===== src/include/rcsv_defs.svh =====
// offsets, codes and timing counts of the pulse-input status variable bank
`ifndef RCSV_DEFS_SVH
`define RCSV_DEFS_SVH

// ----------------------------------------
// variable identifiers
// ----------------------------------------
`define RCSV_ID_LIMIT    8'h03
`define RCSV_ID_A_UNLIM  8'h04
`define RCSV_ID_A_RAW    8'h05
`define RCSV_ID_A_SCALED 8'h06
`define RCSV_ID_B_UNLIM  8'h08
`define RCSV_ID_B_RAW    8'h09
`define RCSV_ID_B_SCALED 8'h0A
`define RCSV_ID_RESET    8'h7F

// ----------------------------------------
// values and field positions
// ----------------------------------------
`define RCSV_NO_SIGNAL   16'hFFFF
`define RCSV_SCALE_MAX   27'sh0000C80
`define RCSV_KILL_LEVEL  16'sh0640
`define RCSV_LIM_PCA_BIT 5
`define RCSV_LIM_PCB_BIT 6
`define RCSV_LIM_ANA_BIT 7
`define RCSV_LIM_ANB_BIT 8
`define RCSV_LIM_USB_BIT 9
`define RCSV_RST_PIN     16'h0004
`define RCSV_RST_POWER   16'h000C
`define RCSV_RST_SOFT    16'h0014
`define RCSV_RST_WDOG    16'h0024

// ----------------------------------------
// timing
// ----------------------------------------
`define RCSV_CLK_HZ        10000000
`define RCSV_CLK_PERIOD_NS 100
`define RCSV_RES_NS        250
`define RCSV_NOSIG_MS      100
`define RCSV_NOSIG_CYCLES  (`RCSV_NOSIG_MS * (`RCSV_CLK_HZ / 1000))
`define RCSV_FLASH_MS      2000
`define RCSV_FLASH_CYCLES  (`RCSV_FLASH_MS * (`RCSV_CLK_HZ / 1000))
`define RCSV_SLOT_MS       100
`define RCSV_SLOT_CYCLES   (`RCSV_SLOT_MS * (`RCSV_CLK_HZ / 1000))

`endif


===== src/include/rcsv_pkg.sv =====
// types shared by the pulse-input status variable bank
package rcsv_pkg;

  // ----------------------------------------
  // calibration, answer and reset cause carriers
  // ----------------------------------------
  typedef struct packed {
    logic [15:0] err_min;
    logic [15:0] err_max;
    logic [15:0] center;
    logic [15:0] gain;
  } rcsv_cal_type;

  typedef struct packed {
    logic valid;
    logic [15:0] data;
  } rcsv_var_ans_type;

  typedef struct packed {
    logic power;
    logic watchdog;
    logic software;
    logic pin;
  } rcsv_cause_type;

  // ----------------------------------------
  // pulse measurement states
  // ----------------------------------------
  typedef enum logic [2:0] {
    RCSV_M_SYNC = 3'b001,
    RCSV_M_LOW = 3'b010,
    RCSV_M_HIGH = 3'b100
  } rcsv_meas_state_type;

endpackage


===== src/design/rcsv_pulse_meas.sv =====
// high-time measurement of one receiver pulse input
`timescale 1ns/1ps
`include "rcsv_defs.svh"

module rcsv_pulse_meas #(
  parameter int NOSIG_CYCLES = `RCSV_NOSIG_CYCLES
) (
  input wire logic clk,
  input wire logic rst_b,
  input wire logic pulse_pin,
  input wire logic tick,
  output logic [15:0] width,
  output logic valid
);

  logic sync1_r;
  logic sync2_r;
  logic prev_r;
  logic [15:0] cnt_r;
  logic [23:0] idle_r;
  rcsv_pkg::rcsv_meas_state_type state_r;
  rcsv_pkg::rcsv_meas_state_type state_nxt;
  wire rise = sync2_r & ~prev_r;
  wire fall = ~sync2_r & prev_r;
  wire cnt_full = (cnt_r == `RCSV_NO_SIGNAL);
  wire idle_out = (idle_r >= 24'(NOSIG_CYCLES));

  // ----------------------------------------
  // pin synchroniser
  // ----------------------------------------
  // only the second stage is looked at
  always_ff @(posedge clk or negedge rst_b) begin
    if (!rst_b) begin
      sync1_r <= 1'b0;
      sync2_r <= 1'b0;
      prev_r <= 1'b0;
    end else begin
      sync1_r <= pulse_pin;
      sync2_r <= sync1_r;
      prev_r <= sync2_r;
    end
  end

  // ----------------------------------------
  // state machine
  // ----------------------------------------
  // start on a low at the second stage; that stage resets low, so a pulse already high at reset is half-measured
  always_comb begin
    state_nxt = state_r;
    case (state_r)
      rcsv_pkg::RCSV_M_SYNC: if (!sync2_r) state_nxt = rcsv_pkg::RCSV_M_LOW;
      rcsv_pkg::RCSV_M_LOW: if (rise) state_nxt = rcsv_pkg::RCSV_M_HIGH;
      rcsv_pkg::RCSV_M_HIGH: begin
        if (cnt_full) state_nxt = rcsv_pkg::RCSV_M_SYNC;
        else if (fall) state_nxt = rcsv_pkg::RCSV_M_LOW;
      end
      default: state_nxt = rcsv_pkg::RCSV_M_SYNC;
    endcase
  end

  // width counter in quarter-microsecond ticks
  always_ff @(posedge clk or negedge rst_b) begin
    if (!rst_b) begin
      state_r <= rcsv_pkg::RCSV_M_SYNC;
      cnt_r <= 16'h0000;
    end else begin
      state_r <= state_nxt;
      if (rise) cnt_r <= 16'h0000;
      else if (state_r == rcsv_pkg::RCSV_M_HIGH && tick && !cnt_full) cnt_r <= cnt_r + 16'h0001;
    end
  end

  // cycles since the last rising edge; saturates so it never wraps back to valid
  always_ff @(posedge clk or negedge rst_b) begin
    if (!rst_b) idle_r <= 24'h000000;
    else if (rise) idle_r <= 24'h000000;
    else if (!idle_out) idle_r <= idle_r + 24'h000001;
  end

  // latched result; over-long pulse or missing edges mean no valid signal
  always_ff @(posedge clk or negedge rst_b) begin
    if (!rst_b) begin
      width <= 16'h0000;
      valid <= 1'b0;
    end else if (state_r == rcsv_pkg::RCSV_M_HIGH && fall && !cnt_full) begin
      width <= cnt_r;
      valid <= 1'b1;
    end else if (idle_out || cnt_full) begin
      valid <= 1'b0;
    end
  end
endmodule // rcsv_pulse_meas


===== src/design/rcsv_bank.sv =====
// read-only status variable bank: limit word, reset source, pulse-input values
`timescale 1ns/1ps
`include "rcsv_defs.svh"

module rcsv_bank #(
  parameter int NOSIG_CYCLES = `RCSV_NOSIG_CYCLES,
  parameter int FLASH_CYCLES = `RCSV_FLASH_CYCLES,
  parameter int SLOT_CYCLES = `RCSV_SLOT_CYCLES
) (
  input wire logic clk,
  input wire logic rst_b,
  input wire logic pulse_channel_a_pin,
  input wire logic pulse_channel_b_pin,
  input wire rcsv_pkg::rcsv_cal_type cal_a,
  input wire rcsv_pkg::rcsv_cal_type cal_b,
  input wire logic pulse_channel_a_kill_cfg,
  input wire logic pulse_channel_b_kill_cfg,
  input wire logic analog_channel_a_kill_cfg,
  input wire logic analog_channel_b_kill_cfg,
  input wire logic signed [15:0] analog_channel_a_scaled,
  input wire logic signed [15:0] analog_channel_b_scaled,
  input wire logic usb_kill_active,
  input wire logic [4:0] limit_lower_bits,
  input wire rcsv_pkg::rcsv_cause_type reset_cause,
  input wire logic var_req,
  input wire logic [7:0] var_id,
  output rcsv_pkg::rcsv_var_ans_type var_ans,
  output logic led_yellow_on
);

  // ----------------------------------------
  // helpers
  // ----------------------------------------
  // linear scaling around the centre with an 8.8 gain, then clamped
  function automatic logic signed [15:0] scale_raw(input logic [15:0] raw,
                                                   input rcsv_pkg::rcsv_cal_type cal);
    logic signed [17:0] diff;
    logic signed [34:0] prod;
    logic signed [26:0] shifted;
    diff = $signed({2'b00, raw}) - $signed({2'b00, cal.center});
    prod = diff * $signed({1'b0, cal.gain});
    shifted = prod[34:8];
    if (raw == `RCSV_NO_SIGNAL) scale_raw = 16'sh0000;
    else if (shifted > `RCSV_SCALE_MAX) scale_raw = 16'(`RCSV_SCALE_MAX);
    else if (shifted < -`RCSV_SCALE_MAX) scale_raw = 16'(-`RCSV_SCALE_MAX);
    else scale_raw = shifted[15:0];
  endfunction

  // calibrated raw: forced to no-signal outside the error window
  function automatic logic [15:0] cal_raw(input logic ok, input logic [15:0] w,
                                          input rcsv_pkg::rcsv_cal_type cal);
    if (!ok || w < cal.err_min || w > cal.err_max) cal_raw = `RCSV_NO_SIGNAL;
    else cal_raw = w;
  endfunction

  function automatic logic kill_on(input logic cfg, input logic signed [15:0] v);
    kill_on = cfg && (v >= `RCSV_KILL_LEVEL);
  endfunction

  // ----------------------------------------
  // quarter-microsecond tick
  // ----------------------------------------
  // 100 ns clock against 250 ns resolution: ticks land 2 in every 5 cycles,
  // so a single width carries up to one count of phase jitter
  logic [8:0] frac_r;
  wire [8:0] frac_sum = frac_r + 9'(`RCSV_CLK_PERIOD_NS);
  wire tick = (frac_sum >= 9'(`RCSV_RES_NS));

  always_ff @(posedge clk or negedge rst_b) begin
    if (!rst_b) frac_r <= 9'h000;
    else frac_r <= tick ? frac_sum - 9'(`RCSV_RES_NS) : frac_sum;
  end

  // ----------------------------------------
  // pulse channels
  // ----------------------------------------
  logic [15:0] a_width;
  logic [15:0] b_width;
  logic a_valid;
  logic b_valid;

  // always running; nothing here looks at the input mode
  rcsv_pulse_meas #(.NOSIG_CYCLES(NOSIG_CYCLES)) u_meas_a (
    .clk(clk),
    .rst_b(rst_b),
    .pulse_pin(pulse_channel_a_pin),
    .tick(tick),
    .width(a_width),
    .valid(a_valid)
  );

  rcsv_pulse_meas #(.NOSIG_CYCLES(NOSIG_CYCLES)) u_meas_b (
    .clk(clk),
    .rst_b(rst_b),
    .pulse_pin(pulse_channel_b_pin),
    .tick(tick),
    .width(b_width),
    .valid(b_valid)
  );

  // derived per-channel values
  wire [15:0] a_unlim = a_valid ? a_width : `RCSV_NO_SIGNAL;
  wire [15:0] b_unlim = b_valid ? b_width : `RCSV_NO_SIGNAL;
  wire [15:0] a_raw = cal_raw(a_valid, a_width, cal_a);
  wire [15:0] b_raw = cal_raw(b_valid, b_width, cal_b);
  wire signed [15:0] a_scaled = scale_raw(a_raw, cal_a);
  wire signed [15:0] b_scaled = scale_raw(b_raw, cal_b);

  // ----------------------------------------
  // limit word
  // ----------------------------------------
  // purely combinational so a bit drops the moment its condition ends
  wire kill_pca = kill_on(pulse_channel_a_kill_cfg, a_scaled);
  wire kill_pcb = kill_on(pulse_channel_b_kill_cfg, b_scaled);
  wire kill_ana = kill_on(analog_channel_a_kill_cfg, analog_channel_a_scaled);
  wire kill_anb = kill_on(analog_channel_b_kill_cfg, analog_channel_b_scaled);
  wire [15:0] limit_word = {6'h00, usb_kill_active, kill_anb, kill_ana, kill_pcb, kill_pca,
                            limit_lower_bits};

  // ----------------------------------------
  // reset source capture
  // ----------------------------------------
  logic captured_r;
  logic [15:0] reset_code_r;
  wire [15:0] cause_code = reset_cause.power ? `RCSV_RST_POWER :
                           reset_cause.watchdog ? `RCSV_RST_WDOG :
                           reset_cause.software ? `RCSV_RST_SOFT :
                           `RCSV_RST_PIN;

  // caught on the first edge after release, never again until the next reset
  always_ff @(posedge clk or negedge rst_b) begin
    if (!rst_b) begin
      captured_r <= 1'b0;
      reset_code_r <= 16'h0000;
    end else if (!captured_r) begin
      captured_r <= 1'b1;
      reset_code_r <= cause_code;
    end
  end

  // ----------------------------------------
  // start-up flash pattern
  // ----------------------------------------
  // n flashes per 8-slot frame: 1 pin, 2 power, 3 software, 4 watchdog
  logic [24:0] flash_r;
  logic [23:0] slot_cnt_r;
  logic [2:0] slot_r;
  wire flash_done = (flash_r >= 25'(FLASH_CYCLES));
  wire slot_end = (slot_cnt_r >= 24'(SLOT_CYCLES - 1));
  wire [3:0] flash_n = (reset_code_r == `RCSV_RST_POWER) ? 4'h2 :
                       (reset_code_r == `RCSV_RST_SOFT) ? 4'h3 :
                       (reset_code_r == `RCSV_RST_WDOG) ? 4'h4 : 4'h1;
  wire led_nxt = captured_r && !flash_done && !slot_r[0] &&
                 ({2'b00, slot_r} < {flash_n, 1'b0});

  always_ff @(posedge clk or negedge rst_b) begin
    if (!rst_b) begin
      flash_r <= 25'h0000000;
      slot_cnt_r <= 24'h000000;
      slot_r <= 3'h0;
    end else if (captured_r && !flash_done) begin
      flash_r <= flash_r + 25'h0000001;
      slot_cnt_r <= slot_end ? 24'h000000 : slot_cnt_r + 24'h000001;
      if (slot_end) slot_r <= slot_r + 3'h1;
    end
  end

  always_ff @(posedge clk or negedge rst_b) begin
    if (!rst_b) led_yellow_on <= 1'b0;
    else led_yellow_on <= led_nxt;
  end

  // ----------------------------------------
  // variable requests
  // ----------------------------------------
  // plain mux with no strobe back into any store, so reads are free of effects
  wire [15:0] sel_data = (var_id == `RCSV_ID_LIMIT) ? limit_word :
                         (var_id == `RCSV_ID_A_UNLIM) ? a_unlim :
                         (var_id == `RCSV_ID_A_RAW) ? a_raw :
                         (var_id == `RCSV_ID_A_SCALED) ? a_scaled :
                         (var_id == `RCSV_ID_B_UNLIM) ? b_unlim :
                         (var_id == `RCSV_ID_B_RAW) ? b_raw :
                         (var_id == `RCSV_ID_B_SCALED) ? b_scaled :
                         (var_id == `RCSV_ID_RESET) ? reset_code_r : 16'h0000;

  always_ff @(posedge clk or negedge rst_b) begin
    if (!rst_b) begin
      var_ans <= '0;
    end else begin
      var_ans.valid <= var_req;
      if (var_req) var_ans.data <= sel_data;
    end
  end
endmodule // rcsv_bank


===== config.mk =====
export PLATFORM = sky130hd
export DESIGN_NAME = rcsv_bank
export DESIGN_NICKNAME = d
export VERILOG_FILES = /design/src/include/rcsv_pkg.sv /design/src/design/rcsv_pulse_meas.sv /design/src/design/rcsv_bank.sv
export VERILOG_INCLUDE_DIRS = /design/src /design/src/include
export SDC_FILE = /design/constraint.sdc
export NUM_CORES = 2
export LEC_CHECK = 0
export ABC_AREA = 1
export BUFFER_PORTS_ARGS = -buffer_cell sky130_fd_sc_hd__buf_2
export CORE_MARGIN = 2
export CORE_UTILIZATION = 60
export DETAILED_ROUTE_END_ITERATION = 8
export PLACE_DENSITY = 0.85
export SYNTH_ARGS = -nofsm -noshare
export SYNTH_HDL_FRONTEND = slang
export SYNTH_HIERARCHICAL = 1
export SYNTH_SLANG_ARGS = --single-unit

===== constraint.sdc =====
create_clock -name clk -period 20 [get_ports clk]
set_clock_uncertainty 0.15 [all_clocks]
set_input_delay 1 -clock clk [delete_from_list [all_inputs] [get_ports clk]]
set_output_delay 1 -clock clk [all_outputs]
set_load 0.02 [all_outputs]

==> tab_implementation.tex <==
\begin{tabular}{lr}
\hline
Metric & Value \\
\hline
\multicolumn{2}{l}{\textbf{Status}} \\
Run status & finished clean \\
\multicolumn{2}{l}{\textbf{Timing}} \\
Final max-slew violation count & 0 \\
Fmax achieved & between 70 and 80 MHz \\
Final period util & roughly 64\% \\
RSZ-0062 raised after global routing & no \\
Final critical path time including I/O delays and setup & 12.74 ns \\
Final Setup Violations & 0 \\
Relative max-transition margin & approximately a tenth \\
Total Negative Setup Slacks & 0 ns \\
Fin. Hold Viols & 0 \\
Slew at the pin with the worst max-slew slack & around 1.3 ns \\
\multicolumn{2}{l}{\textbf{Route}} \\
Total vias in the final route & 34500 \\
Wire length per cell after detailed routing & about 16 um \\
\# DRC & 0 \\
Final wirelength & between 100000 and 150000 um \\
Detailed Route Iter0 Violations & between 2000 and 3000 \\
Via/cell ratio & between 5 and 6 \\
Total iterations of the first detailed-routing run & 6 \\
Antenna viol nets, final & 0 \\
\multicolumn{2}{l}{\textbf{Logic synthesis}} \\
Number of unique standard cell types used by synthesis & 66 \\
Warnings from Yosys & 6 \\
FFs w/ async S/R, synth & 100\% \\
Synthesized area per cell & a little over 7 um2 \\
Number of enable-type register cells in the synthesized netlist & 0 \\
Post-synthesis cell count & $\sim$5400 \\
Part of the Yosys area used for sequential elements & between 10\% and 20\% \\
\#FFs+latches synth & around 210 \\
Summed instance area of the synthesized netlist & between 0.03 and 0.04 mm2 \\
Leading register cell type out of synthesis & sky130\_fd\_sc\_hd\_\_dfrtp\_1 \\
Syn\_nets & around 6400 \\
\multicolumn{2}{l}{\textbf{Clock network}} \\
TritonCTS sink count & approximately 210 \\
Cell at the root of the clock tree & sky130\_fd\_sc\_hd\_\_clkbuf\_16 \\
Clock insertion delay at the later pin of the skew report & slightly above 0.5 ns \\
Cts-stage hold buffer count & 0 \\
Number of buffers added by the clock tree synthesis step & 20 \\
H-tree levels & 1 \\
Post-CTS Setup Inserts & 0 \\
Largest buffer count on any clock path & 3 \\
CTS tree & yes \\
Count of cells resized by post-cts repair & 0 \\
Clock transition at the register clock pins on the worst setup and hold paths after CTS & roughly 0.070 ns \\
\multicolumn{2}{l}{\textbf{Place}} \\
GPL Wtd Cong & $\sim$0.96 \\
Post-Place Cells & $\sim$6300 \\
Placed Area & about 0.04 mm2 \\
HPWL reported at the end of detailed placement & $\sim$85000 um \\
PortBufs & roughly 190 \\
\multicolumn{2}{l}{\textbf{Floorplan}} \\
Floorplan core area & roughly 0.063 mm2 \\
Chip width & between 200 and 300 um \\
Top Ports & between 200 and 250 \\
Die Y & 257 um \\
Initial Utilization & between 60\% and 70\% \\
Die Outline Area & about 0.066 mm2 \\
Number of placement rows & 92 \\
\multicolumn{2}{l}{\textbf{Worst setup path}} \\
Worst R2R Setup Slack & $\sim$7.3 ns \\
Slowest cell on the critical path & sky130\_fd\_sc\_hd\_\_fa\_1 \\
Largest fanout on the critical path & 19 \\
CP Class & register to register \\
CP endpoint kind & register \\
Cell count of the worst reg-to-reg path & 50 \\
Capture instance of the worst register-to-register path & var\_ans[8] \\
Most common cell type on the critical path & sky130\_fd\_sc\_hd\_\_nand2\_1 \\
Launching point of the worst reg2reg path & u\_meas\_b/width[15] \\
CP arrival & $\sim$13 ns \\
Worst Setup SP & u\_meas\_b/width[15] \\
Critical path's largest stage delay & slightly above 0.9 ns \\
Crit path capture & var\_ans[8] \\
Critical path startpoint category & register \\
Required time reported for the critical path endpoint & approximately 20 ns \\
\multicolumn{2}{l}{\textbf{Finish}} \\
Net count of the finished layout & between 6000 and 7000 \\
Synthesis-to-layout area growth & 6.17\% \\
Final non-filler cell area & 0.0408 mm2 \\
Commonest non-fill, non-tap cells in the layout & sky130\_fd\_sc\_hd\_\_inv\_1, sky130\_fd\_sc\_hd\_\_nand2\_1, sky130\_fd\_sc\_hd\_\_nor2\_1 \\
Most frequent standard cell in the layout excluding fill and tap cells & sky130\_fd\_sc\_hd\_\_inv\_1 \\
Fraction of final layout cells with drive strength greater than 1 & slightly above 6\% \\
Non-filler instance count after layout & about 6400 \\
\multicolumn{2}{l}{\textbf{Global route}} \\
Global-route wire length before repair & between 150000 and 200000 um \\
Overall fraction of global-route tracks in use & 31.5\% \\
Initial antenna violation count & 6 \\
Via count of the first global-routing pass & $\sim$34000 \\
Largest net degree at the start of global routing & 76 \\
Grt ovf & 0 \\
\multicolumn{2}{l}{\textbf{Hold path}} \\
Class of the worst hold path & register to register \\
\multicolumn{2}{l}{\textbf{Run}} \\
Max-capacitance violation count & 0 \\
\hline
\end{tabular}
==> worst min-delay path by stage <==
stage | depth (start not counted) | endpoint | slack (ns) | from
after floorplan | 0 | u_meas_a/sync2_r | 0.18 | u_meas_a/sync1_r
after global placement | 0 | u_meas_b/sync2_r | 0.18 | u_meas_b/sync1_r
after detailed placement | 0 | u_meas_a/sync2_r | 0.19 | u_meas_a/sync1_r
after CTS | 0 | u_meas_a/sync2_r | 0.21 | u_meas_a/sync1_r
after global routing | 0 | u_meas_b/sync2_r | 0.22 | u_meas_b/sync1_r
final | 0 | u_meas_a/sync2_r | 0.20 | u_meas_a/sync1_r
==> per-stage QoR <==
step / hold slack, ns / worst slack (ns) / util, %
after floorplan: 0.181 / 9.65 / -
after global placement: 0.184 / 7.30 / 63.4
after detailed placement: 0.190 / 7.03 / 63.4
after CTS: 0.205 / 7.44 / 64.5
after global routing: 0.221 / 6.57 / 64.5
final: 0.201 / 7.26 / 64.5
==> final cells by class <==
type                            instances  area [um2]
Inverter                             1348        5060
Multi-Input combinational cell       3718       27700
Antenna cell                            1        2.50
Sequential cell                       209        5230
Clock inverter                         11         123
Fill cell                            5413       22400
Clock buffer                           25         561
Tap cell                              846        1060
Timing Repair Buffer                  202        1050
==> registers in the layout (all words and copies together) (netlist names), 3 cells and up <==
signal,flops
flash_r,25
slot_cnt_r,24
u_meas_a/idle_r,24
u_meas_b/idle_r,24
var_ans,17
u_meas_a/cnt_r,16
u_meas_a/width,16
u_meas_b/cnt_r,16
u_meas_b/width,16
frac_r,8
reset_code_r,4
slot_r,3
u_meas_a/state_r,3
u_meas_b/state_r,3
==> logic make-up (layout without fill, tap and decap cells) <==
group | Yosys count | after routing | share of synthesized area (%)
other cells | 1 | 2 | 0.00976
xor+xnor | 88 | 88 | 2.07
buf+inv | 1439 | 1586 | 14.3
simple gates | 2403 | 2403 | 26.2
fa+ha+maj | 836 | 836 | 38.1
compound gates | 390 | 390 | 5.68
flops | 209 | 209 | 13.6
==> critical path, delay by kind of cell (launching register included) <==
| family | cells | cell delay (ns) |
|---|---|---|
| adder cells (fa/ha/maj) | 10 | 4.96 |
| AND/OR/NAND/NOR | 22 | 3.50 |
| AO/OA/AOI/OAI | 9 | 2.06 |
| buffers and inverters | 8 | 1.04 |
| flip-flops | 1 | 0.53 |
| XOR/XNOR | 1 | 0.32 |
==> synth_stat cells, drive strengths merged (5+ instances only) <==
master	number	share of area, %
xnor2	33	0.79
nand2	1326	13
nor3	52	0.79
clkbuf	62	0.61
nor2	629	6.5
o211ai	10	0.21
dfrtp	207	13
fa	556	29
and2	6	0.098
or2	32	0.52
o21a	7	0.14
a31oi	10	0.16
nand3	257	3.3
xor2	55	1.3
nor4	16	0.33
buf	29	0.51
ha	280	9.1
o21ai	161	2.2
nand4	66	1.2
clkinv	13	0.13
inv	1335	13
o21bai	14	0.27
nand3b	15	0.29
a21oi	162	2.1
a21boi	5	0.098
==> routing by layer <==
metal | share of wire [%] | global-route usage (%)
met1 | 40 | 42.1
met2 | 47 | 52.4
met3 | 8.8 | 4.61
met4 | 4.0 | 11.6
met5 | 0.053 | 0
Power is left out: the tool's default activity adds up to more than one toggle a clock period on the data nets, which glitch-free logic cannot reach.
